===== src/hdl/chgadc_consts.svh =====
// Purpose: Offsets, field positions, reset values and limits of the
//          converter result register block.
// Assumes: Included by bare name after the package.
// Notes:   Offsets are register indices; the byte address is four times.
`ifndef CHGADC_CONSTS_SVH
`define CHGADC_CONSTS_SVH

// ****************************************************************
// Register indices
// ****************************************************************
`define CHGADC_IDX_BATCFG 6'h14
`define CHGADC_IDX_CTRL   6'h2E
`define CHGADC_IDX_DIS    6'h30
`define CHGADC_IDX_INPUT_CURRENT   6'h31
`define CHGADC_IDX_BATTERY_CURRENT   6'h33
`define CHGADC_IDX_VBUS   6'h35
`define CHGADC_IDX_SRC1   6'h37
`define CHGADC_IDX_SRC2   6'h39

// ****************************************************************
// Field positions and reset values
// ****************************************************************
`define CHGADC_BIT_CONVEN 7
`define CHGADC_BIT_BATEN  5
`define CHGADC_DIS_LSB    4
`define CHGADC_RST_DIS    4'h0
`define CHGADC_RST_BIT    1'h0
`define CHGADC_RST_RES    16'h0000

// ****************************************************************
// Magnitude limits: 5000 mA, 8000 mA, 30000 mV
// ****************************************************************
`define CHGADC_INPUT_CURRENT_MAX   16'h1388
`define CHGADC_BATTERY_CURRENT_MAX   16'h1F40
`define CHGADC_VOLT_MAX   16'h7530

// ****************************************************************
// Bus responses
// ****************************************************************
`define CHGADC_RESP_OKAY  2'h0
`define CHGADC_RESP_ERR   2'h2

`endif


===== src/hdl/chgadc_pkg.sv =====
// Purpose: Types shared by the converter result register block.
// Assumes: Nothing.
// Notes:   Channel order also gives the result slot of the first five.
package chgadc_pkg;
	typedef enum logic [2:0] {
		ch_input_current,
		ch_battery_current,
		ch_bus_voltage,
		ch_source_one,
		ch_source_two,
		ch_plus_line,
		ch_minus_line
	} chgadc_chan_t;

	typedef enum logic [1:0] {
		mode_forward,
		mode_reverse_power,
		mode_high_impedance
	} chgadc_mode_t;

	typedef logic [15:0] chgadc_word_t;
endpackage : chgadc_pkg


===== src/hdl/chgadc_result_reg.sv =====
// Purpose: One read-only conversion result register.
// Assumes: Load is a one-cycle strobe from the sample path.
// Notes:   Holds its value until the next accepted sample.
`timescale 1ns/1ns
module chgadc_result_reg #(
	parameter int               WIDTH = 16,
	parameter logic [WIDTH-1:0] RESET = '0
) (
	input  wire logic             ref_clk,
	input  wire logic             rst,
	input  wire logic             load,
	input  wire logic [WIDTH-1:0] value,
	output logic      [WIDTH-1:0] value_q
);
	always_ff @(posedge ref_clk) begin
		if (rst) begin
			value_q <= RESET;
		end else if (load) begin
			value_q <= value;
		end
	end
endmodule : chgadc_result_reg


===== src/hdl/chgadc_axil_slave.sv =====
// Purpose: AXI4-Lite slave front end for the result register block.
// Assumes: One write and one read under way at a time.
// Notes:   Address and data of a write may arrive in either order.
`timescale 1ns/1ns
`include "chgadc_consts.svh"
module chgadc_axil_slave #(
	parameter int ADDR_W = 8
) (
	input  wire logic              ref_clk,
	input  wire logic              rst,
	input  wire logic [ADDR_W-1:0] s_axi_awaddr,
	input  wire logic              s_axi_awvalid,
	output logic                   s_axi_awready,
	input  wire logic [31:0]       s_axi_wdata,
	input  wire logic [3:0]        s_axi_wstrb,
	input  wire logic              s_axi_wvalid,
	output logic                   s_axi_wready,
	output logic [1:0]             s_axi_bresp,
	output logic                   s_axi_bvalid,
	input  wire logic              s_axi_bready,
	input  wire logic [ADDR_W-1:0] s_axi_araddr,
	input  wire logic              s_axi_arvalid,
	output logic                   s_axi_arready,
	output logic [31:0]            s_axi_rdata,
	output logic [1:0]             s_axi_rresp,
	output logic                   s_axi_rvalid,
	input  wire logic              s_axi_rready,
	output logic                   wr_en,
	output logic [5:0]             wr_idx,
	output logic [7:0]             wr_data,
	output logic                   wr_lane,
	input  wire logic              wr_err,
	output logic [5:0]             rd_idx,
	input  wire logic [31:0]       rd_data,
	input  wire logic              rd_err
);
	logic              aw_held_q;
	logic              w_held_q;
	logic [5:0]        aw_idx_q;
	logic [7:0]        w_data_q;
	logic              w_lane_q;
	wire               aw_fire = s_axi_awvalid & s_axi_awready;
	wire               w_fire  = s_axi_wvalid & s_axi_wready;
	wire               ar_fire = s_axi_arvalid & s_axi_arready;
	wire               commit  = aw_held_q & w_held_q & ~s_axi_bvalid;
	wire               aw_held_d = ~commit & (aw_held_q | aw_fire);
	wire               w_held_d  = ~commit & (w_held_q | w_fire);
	wire               rvalid_d  = ar_fire | (s_axi_rvalid & ~s_axi_rready);

	assign wr_en   = commit;
	assign wr_idx  = aw_idx_q;
	assign wr_data = w_data_q;
	assign wr_lane = w_lane_q;
	assign rd_idx  = s_axi_araddr[7:2];

	// ****************************************************************
	// Write channel
	// ****************************************************************
	always_ff @(posedge ref_clk) begin
		if (rst) begin
			aw_held_q     <= 1'b0;
			w_held_q      <= 1'b0;
			aw_idx_q      <= 6'h00;
			w_data_q      <= 8'h00;
			w_lane_q      <= 1'b0;
			s_axi_awready <= 1'b0;
			s_axi_wready  <= 1'b0;
			s_axi_bvalid  <= 1'b0;
			s_axi_bresp   <= `CHGADC_RESP_OKAY;
		end else begin
			aw_held_q     <= aw_held_d;
			w_held_q      <= w_held_d;
			s_axi_awready <= ~aw_held_d;
			s_axi_wready  <= ~w_held_d;
			if (aw_fire) begin
				aw_idx_q <= s_axi_awaddr[7:2];
			end
			if (w_fire) begin
				w_data_q <= s_axi_wdata[7:0];
				w_lane_q <= s_axi_wstrb[0];
			end
			if (commit) begin
				s_axi_bvalid <= 1'b1;
				s_axi_bresp  <= wr_err ? `CHGADC_RESP_ERR : `CHGADC_RESP_OKAY;
			end else if (s_axi_bready) begin
				s_axi_bvalid <= 1'b0;
			end
		end
	end

	// ****************************************************************
	// Read channel
	// ****************************************************************
	always_ff @(posedge ref_clk) begin
		if (rst) begin
			s_axi_arready <= 1'b0;
			s_axi_rvalid  <= 1'b0;
			s_axi_rdata   <= 32'h0000_0000;
			s_axi_rresp   <= `CHGADC_RESP_OKAY;
		end else begin
			s_axi_arready <= ~rvalid_d;
			s_axi_rvalid  <= rvalid_d;
			if (ar_fire) begin
				s_axi_rdata <= rd_data;
				s_axi_rresp <= rd_err ? `CHGADC_RESP_ERR : `CHGADC_RESP_OKAY;
			end
		end
	end
endmodule : chgadc_axil_slave


===== src/hdl/chgadc_regs.sv =====
// Purpose: Converter result registers and second channel-disable set of a
//          battery charger, reached over AXI4-Lite.
// Assumes: The converter hands over one unsigned magnitude per strobe, with
//          a reversed-flow flag for the input current.
// Notes:   Results saturate at their documented full-scale magnitude.
`timescale 1ns/1ns
`include "chgadc_consts.svh"
module chgadc_regs #(
	parameter int          ADDR_W   = 8,
	parameter logic [15:0] INPUT_CURRENT_MAX = `CHGADC_INPUT_CURRENT_MAX,
	parameter logic [15:0] BATTERY_CURRENT_MAX = `CHGADC_BATTERY_CURRENT_MAX,
	parameter logic [15:0] VOLT_MAX = `CHGADC_VOLT_MAX
) (
	input  wire logic                    ref_clk,
	input  wire logic                    rst,
	input  wire logic [ADDR_W-1:0]       s_axi_awaddr,
	input  wire logic                    s_axi_awvalid,
	output logic                         s_axi_awready,
	input  wire logic [31:0]             s_axi_wdata,
	input  wire logic [3:0]              s_axi_wstrb,
	input  wire logic                    s_axi_wvalid,
	output logic                         s_axi_wready,
	output logic [1:0]                   s_axi_bresp,
	output logic                         s_axi_bvalid,
	input  wire logic                    s_axi_bready,
	input  wire logic [ADDR_W-1:0]       s_axi_araddr,
	input  wire logic                    s_axi_arvalid,
	output logic                         s_axi_arready,
	output logic [31:0]                  s_axi_rdata,
	output logic [1:0]                   s_axi_rresp,
	output logic                         s_axi_rvalid,
	input  wire logic                    s_axi_rready,
	input  wire logic                    watchdog_expired,
	input  wire chgadc_pkg::chgadc_mode_t power_mode,
	input  wire logic                    sample_valid,
	input  wire chgadc_pkg::chgadc_chan_t sample_chan,
	input  wire logic [15:0]             sample_mag,
	input  wire logic                    sample_neg,
	output logic                         conv_enable,
	output logic [6:0]                   chan_request
);
	localparam int NRES = 5;

	// ****************************************************************
	// Helpers
	// ****************************************************************
	function automatic chgadc_pkg::chgadc_word_t fn_word(
		input logic [15:0] mag,
		input logic        neg,
		input logic [15:0] lim
	);
		logic [15:0] m;
		m = (mag > lim) ? lim : mag;
		fn_word = neg ? (~m + 16'h0001) : m;
	endfunction : fn_word

	function automatic logic fn_mapped(input logic [5:0] idx);
		fn_mapped = (idx == `CHGADC_IDX_BATCFG) || (idx == `CHGADC_IDX_CTRL)
			|| (idx == `CHGADC_IDX_DIS) || (idx == `CHGADC_IDX_INPUT_CURRENT)
			|| (idx == `CHGADC_IDX_BATTERY_CURRENT) || (idx == `CHGADC_IDX_VBUS)
			|| (idx == `CHGADC_IDX_SRC1) || (idx == `CHGADC_IDX_SRC2);
	endfunction : fn_mapped

	// ****************************************************************
	// Bus front end
	// ****************************************************************
	logic        wr_en;
	logic [5:0]  wr_idx;
	logic [7:0]  wr_data;
	logic        wr_lane;
	logic [5:0]  rd_idx;
	logic [31:0] rd_data;

	chgadc_axil_slave #(.ADDR_W(ADDR_W)) u_bus (
		.ref_clk       (ref_clk),
		.rst           (rst),
		.s_axi_awaddr  (s_axi_awaddr),
		.s_axi_awvalid (s_axi_awvalid),
		.s_axi_awready (s_axi_awready),
		.s_axi_wdata   (s_axi_wdata),
		.s_axi_wstrb   (s_axi_wstrb),
		.s_axi_wvalid  (s_axi_wvalid),
		.s_axi_wready  (s_axi_wready),
		.s_axi_bresp   (s_axi_bresp),
		.s_axi_bvalid  (s_axi_bvalid),
		.s_axi_bready  (s_axi_bready),
		.s_axi_araddr  (s_axi_araddr),
		.s_axi_arvalid (s_axi_arvalid),
		.s_axi_arready (s_axi_arready),
		.s_axi_rdata   (s_axi_rdata),
		.s_axi_rresp   (s_axi_rresp),
		.s_axi_rvalid  (s_axi_rvalid),
		.s_axi_rready  (s_axi_rready),
		.wr_en         (wr_en),
		.wr_idx        (wr_idx),
		.wr_data       (wr_data),
		.wr_lane       (wr_lane),
		.wr_err        (~fn_mapped(wr_idx)),
		.rd_idx        (rd_idx),
		.rd_data       (rd_data),
		.rd_err        (~fn_mapped(rd_idx))
	);

	// ****************************************************************
	// Control registers
	// ****************************************************************
	logic [3:0] dis_q;
	logic       conv_en_q;
	logic       bat_en_q;
	wire        wr_ok   = wr_en & wr_lane;
	wire        wr_dis  = wr_ok & (wr_idx == `CHGADC_IDX_DIS);
	wire        wr_ctrl = wr_ok & (wr_idx == `CHGADC_IDX_CTRL);
	wire        wr_bat  = wr_ok & (wr_idx == `CHGADC_IDX_BATCFG);

	// Only the top nibble is stored, so the reserved low bits cannot hold.
	wire [3:0]  dis_d = wr_dis ? wr_data[7:`CHGADC_DIS_LSB] : dis_q;

	// Watchdog expiry wins over a write landing in the same cycle, since it
	// stands for a lost host and must leave the converter off.
	wire        conv_en_d = watchdog_expired ? 1'b0
		: (wr_ctrl ? wr_data[`CHGADC_BIT_CONVEN] : conv_en_q);
	wire        bat_en_d = wr_bat ? wr_data[`CHGADC_BIT_BATEN] : bat_en_q;

	always_ff @(posedge ref_clk) begin
		if (rst) begin
			dis_q     <= `CHGADC_RST_DIS;
			conv_en_q <= `CHGADC_RST_BIT;
			bat_en_q  <= `CHGADC_RST_BIT;
		end else begin
			dis_q     <= dis_d;
			conv_en_q <= conv_en_d;
			bat_en_q  <= bat_en_d;
		end
	end

	// ****************************************************************
	// Channel requests
	// ****************************************************************
	// Bit order follows the channel type: dis_q[3..0] are plus line,
	// minus line, source two and source one, while request bits 6..3 are
	// minus line, plus line, source two and source one.
	// The two line bits therefore cross over between the two orders.
	wire [6:0] chan_on = {7{conv_en_q}} & {~dis_q[2], ~dis_q[3], ~dis_q[1],
		~dis_q[0], 3'b111};

	always_ff @(posedge ref_clk) begin
		if (rst) begin
			chan_request <= 7'h00;
			conv_enable  <= 1'b0;
		end else begin
			chan_request <= chan_on;
			conv_enable  <= conv_en_q;
		end
	end

	// ****************************************************************
	// Sample capture
	// ****************************************************************
	// A sample for a skipped channel is dropped, so a late strobe from the
	// converter cannot overwrite a result that software stopped refreshing.
	wire accept = sample_valid & chan_on[sample_chan];

	wire bat_fwd    = (power_mode == chgadc_pkg::mode_forward);
	wire bat_report = bat_fwd | bat_en_q;

	chgadc_pkg::chgadc_word_t res_d [NRES];
	chgadc_pkg::chgadc_word_t res_q [NRES];

	assign res_d[0] = fn_word(sample_mag, sample_neg, INPUT_CURRENT_MAX);
	// Battery direction follows the power mode: charging only in forward.
	assign res_d[1] = bat_report ? fn_word(sample_mag, ~bat_fwd, BATTERY_CURRENT_MAX)
		: `CHGADC_RST_RES;
	assign res_d[2] = fn_word(sample_mag, 1'b0, VOLT_MAX);
	assign res_d[3] = fn_word(sample_mag, 1'b0, VOLT_MAX);
	assign res_d[4] = fn_word(sample_mag, 1'b0, VOLT_MAX);

	for (genvar i = 0; i < NRES; i++) begin : g_res
		chgadc_result_reg #(
			.WIDTH (16),
			.RESET (`CHGADC_RST_RES)
		) u_res (
			.ref_clk (ref_clk),
			.rst     (rst),
			.load    (accept && (int'(sample_chan) == i)),
			.value   (res_d[i]),
			.value_q (res_q[i])
		);
	end

	// ****************************************************************
	// Read decode
	// ****************************************************************
	always_comb begin
		rd_data = 32'h0000_0000;
		if (rd_idx == `CHGADC_IDX_DIS) begin
			rd_data[7:`CHGADC_DIS_LSB] = dis_q;
		end else if (rd_idx == `CHGADC_IDX_CTRL) begin
			rd_data[`CHGADC_BIT_CONVEN] = conv_en_q;
		end else if (rd_idx == `CHGADC_IDX_BATCFG) begin
			rd_data[`CHGADC_BIT_BATEN] = bat_en_q;
		end else if (rd_idx == `CHGADC_IDX_INPUT_CURRENT) begin
			rd_data[15:0] = res_q[0];
		end else if (rd_idx == `CHGADC_IDX_BATTERY_CURRENT) begin
			rd_data[15:0] = res_q[1];
		end else if (rd_idx == `CHGADC_IDX_VBUS) begin
			rd_data[15:0] = res_q[2];
		end else if (rd_idx == `CHGADC_IDX_SRC1) begin
			rd_data[15:0] = res_q[3];
		end else if (rd_idx == `CHGADC_IDX_SRC2) begin
			rd_data[15:0] = res_q[4];
		end
	end

	// ****************************************************************
	// Checks
	// ****************************************************************
	wire ld_input_current = accept && (sample_chan == chgadc_pkg::ch_input_current);
	wire ld_battery_current = accept && (sample_chan == chgadc_pkg::ch_battery_current);
	wire ar_hit_dis = s_axi_arvalid && s_axi_arready
		&& (s_axi_araddr[7:2] == `CHGADC_IDX_DIS);

	a_reset_clears: assert property (@(posedge ref_clk)
		rst |=> (dis_q == 4'h0) && !conv_en_q && (res_q[0] == 16'h0000)
			&& (res_q[2] == 16'h0000))
		else $error("reset left a control bit or result set");

	a_disable_skips: assert property (@(posedge ref_clk)
		disable iff (rst)
		conv_en_q && dis_q[3] |=> !chan_request[5])
		else $error("plus line requested while skipped");

	a_minus_skips: assert property (@(posedge ref_clk)
		disable iff (rst)
		conv_en_q && dis_q[2] |=> !chan_request[6])
		else $error("minus line requested while skipped");

	a_enable_copy: assert property (@(posedge ref_clk)
		disable iff (rst)
		conv_enable == $past(conv_en_q))
		else $error("converter enable output does not follow the bit");

	a_global_gate: assert property (@(posedge ref_clk)
		disable iff (rst)
		watchdog_expired |=> !conv_en_q ##1 (chan_request == 7'h00))
		else $error("watchdog did not stop conversions");

	a_rsvd_nibble: assert property (@(posedge ref_clk)
		disable iff (rst)
		ar_hit_dis |=> (s_axi_rdata[3:0] == 4'h0)
			&& (s_axi_rdata[31:8] == 24'h000000))
		else $error("reserved disable bits read nonzero");

	a_input_current_sign: assert property (@(posedge ref_clk)
		disable iff (rst)
		ld_input_current && (sample_mag != 16'h0000)
			|=> (res_q[0][15] == $past(sample_neg)))
		else $error("input current sign does not follow flow");

	a_input_current_range: assert property (@(posedge ref_clk)
		disable iff (rst)
		($signed(res_q[0]) <= 5000) && ($signed(res_q[0]) >= -5000))
		else $error("input current beyond 5000 mA");

	a_battery_current_charge: assert property (@(posedge ref_clk)
		disable iff (rst)
		ld_battery_current && bat_fwd |=> !res_q[1][15]
			&& (res_q[1] == (($past(sample_mag) > 16'h1F40) ? 16'h1F40
				: $past(sample_mag))))
		else $error("charging current wrong or signed");

	a_battery_current_gated: assert property (@(posedge ref_clk)
		disable iff (rst)
		ld_battery_current && !bat_fwd && !bat_en_q |=> (res_q[1] == 16'h0000))
		else $error("discharge shown without measure enable");

	a_vbus_range: assert property (@(posedge ref_clk)
		disable iff (rst)
		res_q[2] <= 16'h7530)
		else $error("bus voltage beyond 30000 mV");
endmodule : chgadc_regs


===== config.mk =====
export PLATFORM = sky130hd
export DESIGN_NAME = chgadc_regs
export DESIGN_NICKNAME = d
export VERILOG_FILES = /design/src/hdl/chgadc_pkg.sv /design/src/hdl/chgadc_result_reg.sv /design/src/hdl/chgadc_axil_slave.sv /design/src/hdl/chgadc_regs.sv
export VERILOG_INCLUDE_DIRS = /design/src /design/src/hdl
export SDC_FILE = /design/constraint.sdc
export NUM_CORES = 1
export LEC_CHECK = 0
export BUFFER_PORTS_ARGS = -buffer_cell sky130_fd_sc_hd__buf_4
export CAP_MARGIN = 20
export CORE_MARGIN = 2
export CORE_UTILIZATION = 50
export CTS_CLUSTER_SIZE = 14
export DETAILED_ROUTE_END_ITERATION = 7
export GPL_TIMING_DRIVEN = 1
export PLACE_DENSITY = 0.74
export SLEW_MARGIN = 40
export SYNTH_ARGS = -nofsm -noshare
export SYNTH_HDL_FRONTEND = slang
export SYNTH_SLANG_ARGS = --single-unit

===== constraint.sdc =====
create_clock -name ref_clk -period 9.62 [get_ports ref_clk]
set_clock_uncertainty 0.15 [all_clocks]
set_input_delay 1.924 -clock ref_clk [delete_from_list [all_inputs] [get_ports ref_clk]]
set_output_delay 1.924 -clock ref_clk [all_outputs]
set_load 0.02 [all_outputs]

==> flow_metrics.py <==
metrics = {
    "status": {
        "status": "completed",
    },
    "setup_path": {
        "critical_path_peak_fanout": 10,
        "crit_required_ns": 9.76,
        "worstReg2RegEnd": "g_res[1].u_res.value_q[3]",
        "crit_start": "sample_mag[0]",
        "kind_of_start_point_of_the_critical_path": "input pin",
        "setup.worst_path.end": "g_res[1].u_res.value_q[12]",
        "nature_of_the_critical_path_endpoint": "flip-flop",
        "worst-setup-path-type": "in -> reg",
        "regToRegStartpoint": "conv_en_q",
        "reg2reg_depth": 6,
        "arrival_ns": 4.66,
        "rrSetupSlack_ns": 7.19,
    },
    "logic_synthesis": {
        "syn_inst": 790,
        "synthTopCellsByArea": "sky130_fd_sc_hd__dfxtp_1, sky130_fd_sc_hd__a21oi_1, sky130_fd_sc_hd__nor2_1, sky130_fd_sc_hd__nand2_1, sky130_fd_sc_hd__a211oi_1",
        "multiplexer_share_of_the_synthesized_area_pct": 5.25,
        "synth_simple_gate_area_share_pct": 24.5,
        "synth_compound_area_share_pct": 20.8,
        "yosys.cell_types.count": 68,
        "mappedNetlistArea_mm2": 0.00634,
        "flip_flop_and_latch_count_after_synthesis": 127,
        "yosysSeqAreaShare_pct": 40.1,
        "edff_count_synth": 0,
        "yosysWarnings": 0,
        "synth_xor_area_share_pct": 1.38,
        "share_of_synthesized_registers_carrying_an_async_set_or_reset_pct": 0,
        "post_synth.cell_area_avg_um2": 8.02,
        "synth_fa_ha_area_share_pct": 0.711,
        "synth_ff_type": "sky130_fd_sc_hd__dfxtp_1",
        "post-synth-top-area-fraction_pct": 40.1,
        "synthDominantAreaCellType": "sky130_fd_sc_hd__dfxtp_1",
        "synth_top_family_by_area": "simple AND/OR/NAND/NOR gates",
    },
    "power": {
        "power.density_cell_area_mw_per_mm2": 176,
        "power.switching_fraction_pct": 23.3,
        "power.total_w": 0.00131,
        "sequentialPowerShare_pct": 41.0,
        "leakage_nw": 2.69,
        "pwr-share-comb_pct": 8.4,
        "p_int_w": 0.00101,
        "power.ir.vdd_worst_mv": 0.115,
        "power_frac_clock_pct": 50.5,
        "power_switching_w": 0.000305,
    },
    "clocking": {
        "tritoncts_num_sinks": 127,
        "postCtsSetupRepairBufs": 0,
        "htree_num_levels": 4,
        "tritoncts.num_buffers": 17,
        "cts.reportedPaths.clkPinSlew_ns": 0.06,
        "worst_skew_pair.late_latency_ns": 0.42,
        "cts-resized-gates": 0,
        "clockRootBuffer": "sky130_fd_sc_hd__clkbuf_16",
        "clockBufferDepth": 2,
        "clock_tree_from_tritoncts": "yes",
        "postCtsHoldBufs": 0,
    },
    "detailed_routing": {
        "total_vias_in_the_final_route": 5986,
        "drt_pre_antenna_iters": 8,
        "drt_drc_violations_left": 0,
        "postRouteAntennaNets": 0,
        "avgRoutedWirePerCell_um": 17.0,
        "routed_via_count_divided_by_cell_count": 5.90,
        "wirelength_um": 17300,
        "drt_first_iter_violations": 508,
    },
    "sta": {
        "unrepaired_setup_endpoints_after_global_routing": "false",
        "setup_viol": 0,
        "worst_pin_slew_ns": 0.817,
        "final.min_clock_period_ns": 4.52,
        "hold_slack_ns": 0.302,
        "fin_crit_sh_pct": 47.0,
        "achievable-frequency_mhz": 221,
        "tns_ns": 0,
        "final_slew_viol_count": 0,
        "endpoints_failing_hold": 0,
        "max-slew-margin-rel_pct": 45.3,
    },
    "floorplan": {
        "initial_core_util_pct": 50.6,
        "die_width_um": 117,
        "boundaryPins": 132,
        "design.core.area_mm2": 0.0125,
        "die_area_mm2": 0.0136,
        "row_count": 41,
        "die_height_um": 117,
    },
    "cells_and_area": {
        "fin_util_pct": 59.6,
        "final_layout_size_suffix_gt1_share_pct": 16.2,
        "num-fill-cells": 1133,
        "mostFrequentLayoutCell": "sky130_fd_sc_hd__dfxtp_1",
        "final_cell_mix": "sky130_fd_sc_hd__dfxtp_1, sky130_fd_sc_hd__nor2_1, sky130_fd_sc_hd__a21oi_1",
        "area.growth.synth_to_final_pct": 17.7,
        "postLayoutCellArea_mm2": 0.00746,
        "fin_nets": 915,
        "multi_input_area_mm2": 0.00343,
        "layout.area.seq_mm2": 0.00254,
        "antenna-diode-count": 0,
    },
    "hold_path": {
        "holdCritPathClass": "reg -> reg",
    },
    "global_routing": {
        "pin_count_of_the_biggest_net_entering_global_routing": 64,
        "grt_pass1_wl_um": 27800,
        "grt_antenna_before_repair": 0,
        "first_global_vias": 5530,
        "gr-total-overflow": 0,
        "gr-usage-all-layers_pct": 26.3,
    },
    "placed_design": {
        "portBuffers": 78,
        "place_congestion": 0.885,
        "place_hpwl_um": 11900,
        "dpl-instance-area_mm2": 0.00683,
    },
    "run": {
        "drv.max_cap_violation_count": 0,
    },
}
==> stage by stage <==
stage | setup slack, ns | cells
3_5_place_dp | 4.69 | 983
2_1_floorplan | 5.22 | 807
6_report | 5.10 | 1014
4_1_cts | 5.13 | 1014
3_3_place_gp | 4.76 | 983
5_1_grt | 4.83 | 1014
==> layout make-up <==
type	instances	share of cell area (%)
multi-input cells	591	46.0
flip-flops and latches	127	34.1
repair buffers	83	8.35
clock buffers	19	5.94
well taps	172	2.89
clock inverters	12	2.25
inverters	10	0.503
==> routing by layer <==
layer	wire length, um	GRT usage, %
met2	7920	40.8
met5	0	0
met1	7730	36.2
met3	1350	6.38
met4	264	8.55
==> registers in the layout (all words and copies together) (netlist names) <==
signal / flops
u_bus.s_axi_bresp: 1
conv_en_q: 1
u_bus.s_axi_bvalid: 1
chan_request: 5
u_bus.s_axi_rvalid: 1
u_bus.s_axi_awready: 1
u_bus.s_axi_rresp: 1
dis_q: 4
u_bus.aw_held_q: 1
u_bus.s_axi_rdata: 16
u_bus.w_held_q: 1
u_bus.wr_idx: 6
u_bus.s_axi_arready: 1
bat_en_q: 1
u_bus.s_axi_wready: 1
g_res.u_res.value_q: 80
u_bus.wr_data: 4
u_bus.wr_lane: 1
==> critical path: stages <==
cell,delay [ns]
sky130_fd_sc_hd__buf_4,0.16
sky130_fd_sc_hd__nor4_1,0.47
sky130_fd_sc_hd__a21boi_0,0.18
sky130_fd_sc_hd__o21ai_0,0.41
sky130_fd_sc_hd__and2_1,0.30
sky130_fd_sc_hd__nand2_1,0.10
sky130_fd_sc_hd__ha_1,0.26
sky130_fd_sc_hd__and3_1,0.22
sky130_fd_sc_hd__nand3_1,0.15
sky130_fd_sc_hd__o21ai_0,0.09
sky130_fd_sc_hd__a221oi_1,0.29
sky130_fd_sc_hd__o21ai_0,0.10
==> logic make-up (layout without fill, tap and decap cells) <==
| logic type | count (synthesis) | in the layout |
|---|---|---|
| AO/OA/AOI/OAI | 206 | 206 |
| adder cells (fa/ha/maj) | 4 | 4 |
| XOR/XNOR | 10 | 10 |
| other | 1 | 18 |
| multiplexers | 27 | 27 |
| flip-flops | 127 | 127 |
| buffers and inverters | 89 | 124 |
| AND/OR/NAND/NOR | 326 | 326 |
==> cell usage after synthesis, types with 3 or more instances <==
master                       n
sky130_fd_sc_hd__a22oi_1     7
sky130_fd_sc_hd__nor4b_1     3
sky130_fd_sc_hd__xnor2_1     9
sky130_fd_sc_hd__nor2b_1     9
sky130_fd_sc_hd__or3_1       3
sky130_fd_sc_hd__or2_2       3
sky130_fd_sc_hd__nand2_1    81
sky130_fd_sc_hd__buf_4      24
sky130_fd_sc_hd__mux4_2      5
sky130_fd_sc_hd__inv_1      10
sky130_fd_sc_hd__nor3b_1     6
sky130_fd_sc_hd__dfxtp_1   127
sky130_fd_sc_hd__buf_6       3
sky130_fd_sc_hd__a221oi_1    5
sky130_fd_sc_hd__nor4_1      6
sky130_fd_sc_hd__a21oi_1    89
sky130_fd_sc_hd__o21a_1      3
sky130_fd_sc_hd__or4_1       4
sky130_fd_sc_hd__a31oi_1     3
sky130_fd_sc_hd__clkbuf_1   42
sky130_fd_sc_hd__nand3b_1    3
sky130_fd_sc_hd__o31ai_1     3
sky130_fd_sc_hd__buf_2       9
sky130_fd_sc_hd__nor2_1    105
sky130_fd_sc_hd__a211oi_1   35
sky130_fd_sc_hd__a22o_1      9
sky130_fd_sc_hd__nor3_1     26
sky130_fd_sc_hd__o21ai_0    26
sky130_fd_sc_hd__nand4_1     6
sky130_fd_sc_hd__nand2b_1    9
sky130_fd_sc_hd__and2_1      3
sky130_fd_sc_hd__mux2i_1    22
sky130_fd_sc_hd__nand3_1    45
sky130_fd_sc_hd__o311ai_0    3
==> power by group through the flow <==
stage / sequential (W) / clock, W / combinational [W]
2_1_floorplan: 0.000550 / 0 / 0.0000752
3_3_place_gp: 0.000548 / 0 / 0.000106
3_5_place_dp: 0.000549 / 0 / 0.000109
4_1_cts: 0.000537 / 0.000668 / 0.000109
5_1_grt: 0.000538 / 0.000694 / 0.000121
6_report: 0.000538 / 0.000662 / 0.000111
==> worst min path at each step <==
stage                           endpoint  slack, ns  cells past startpoint                       from
5_1_grt        g_res[3].u_res.value_q[6]       0.32                      2  g_res[3].u_res.value_q[6]
3_3_place_gp   g_res[0].u_res.value_q[7]       0.29                      2  g_res[0].u_res.value_q[7]
6_report       g_res[3].u_res.value_q[3]       0.30                      2  g_res[3].u_res.value_q[3]
4_1_cts        g_res[3].u_res.value_q[3]       0.30                      2  g_res[3].u_res.value_q[3]
2_1_floorplan            chan_request[6]       0.26                      1                   dis_q[2]
3_5_place_dp   g_res[3].u_res.value_q[3]       0.30                      2  g_res[3].u_res.value_q[3]
Note: power is estimated with default switching activity, not from simulation.
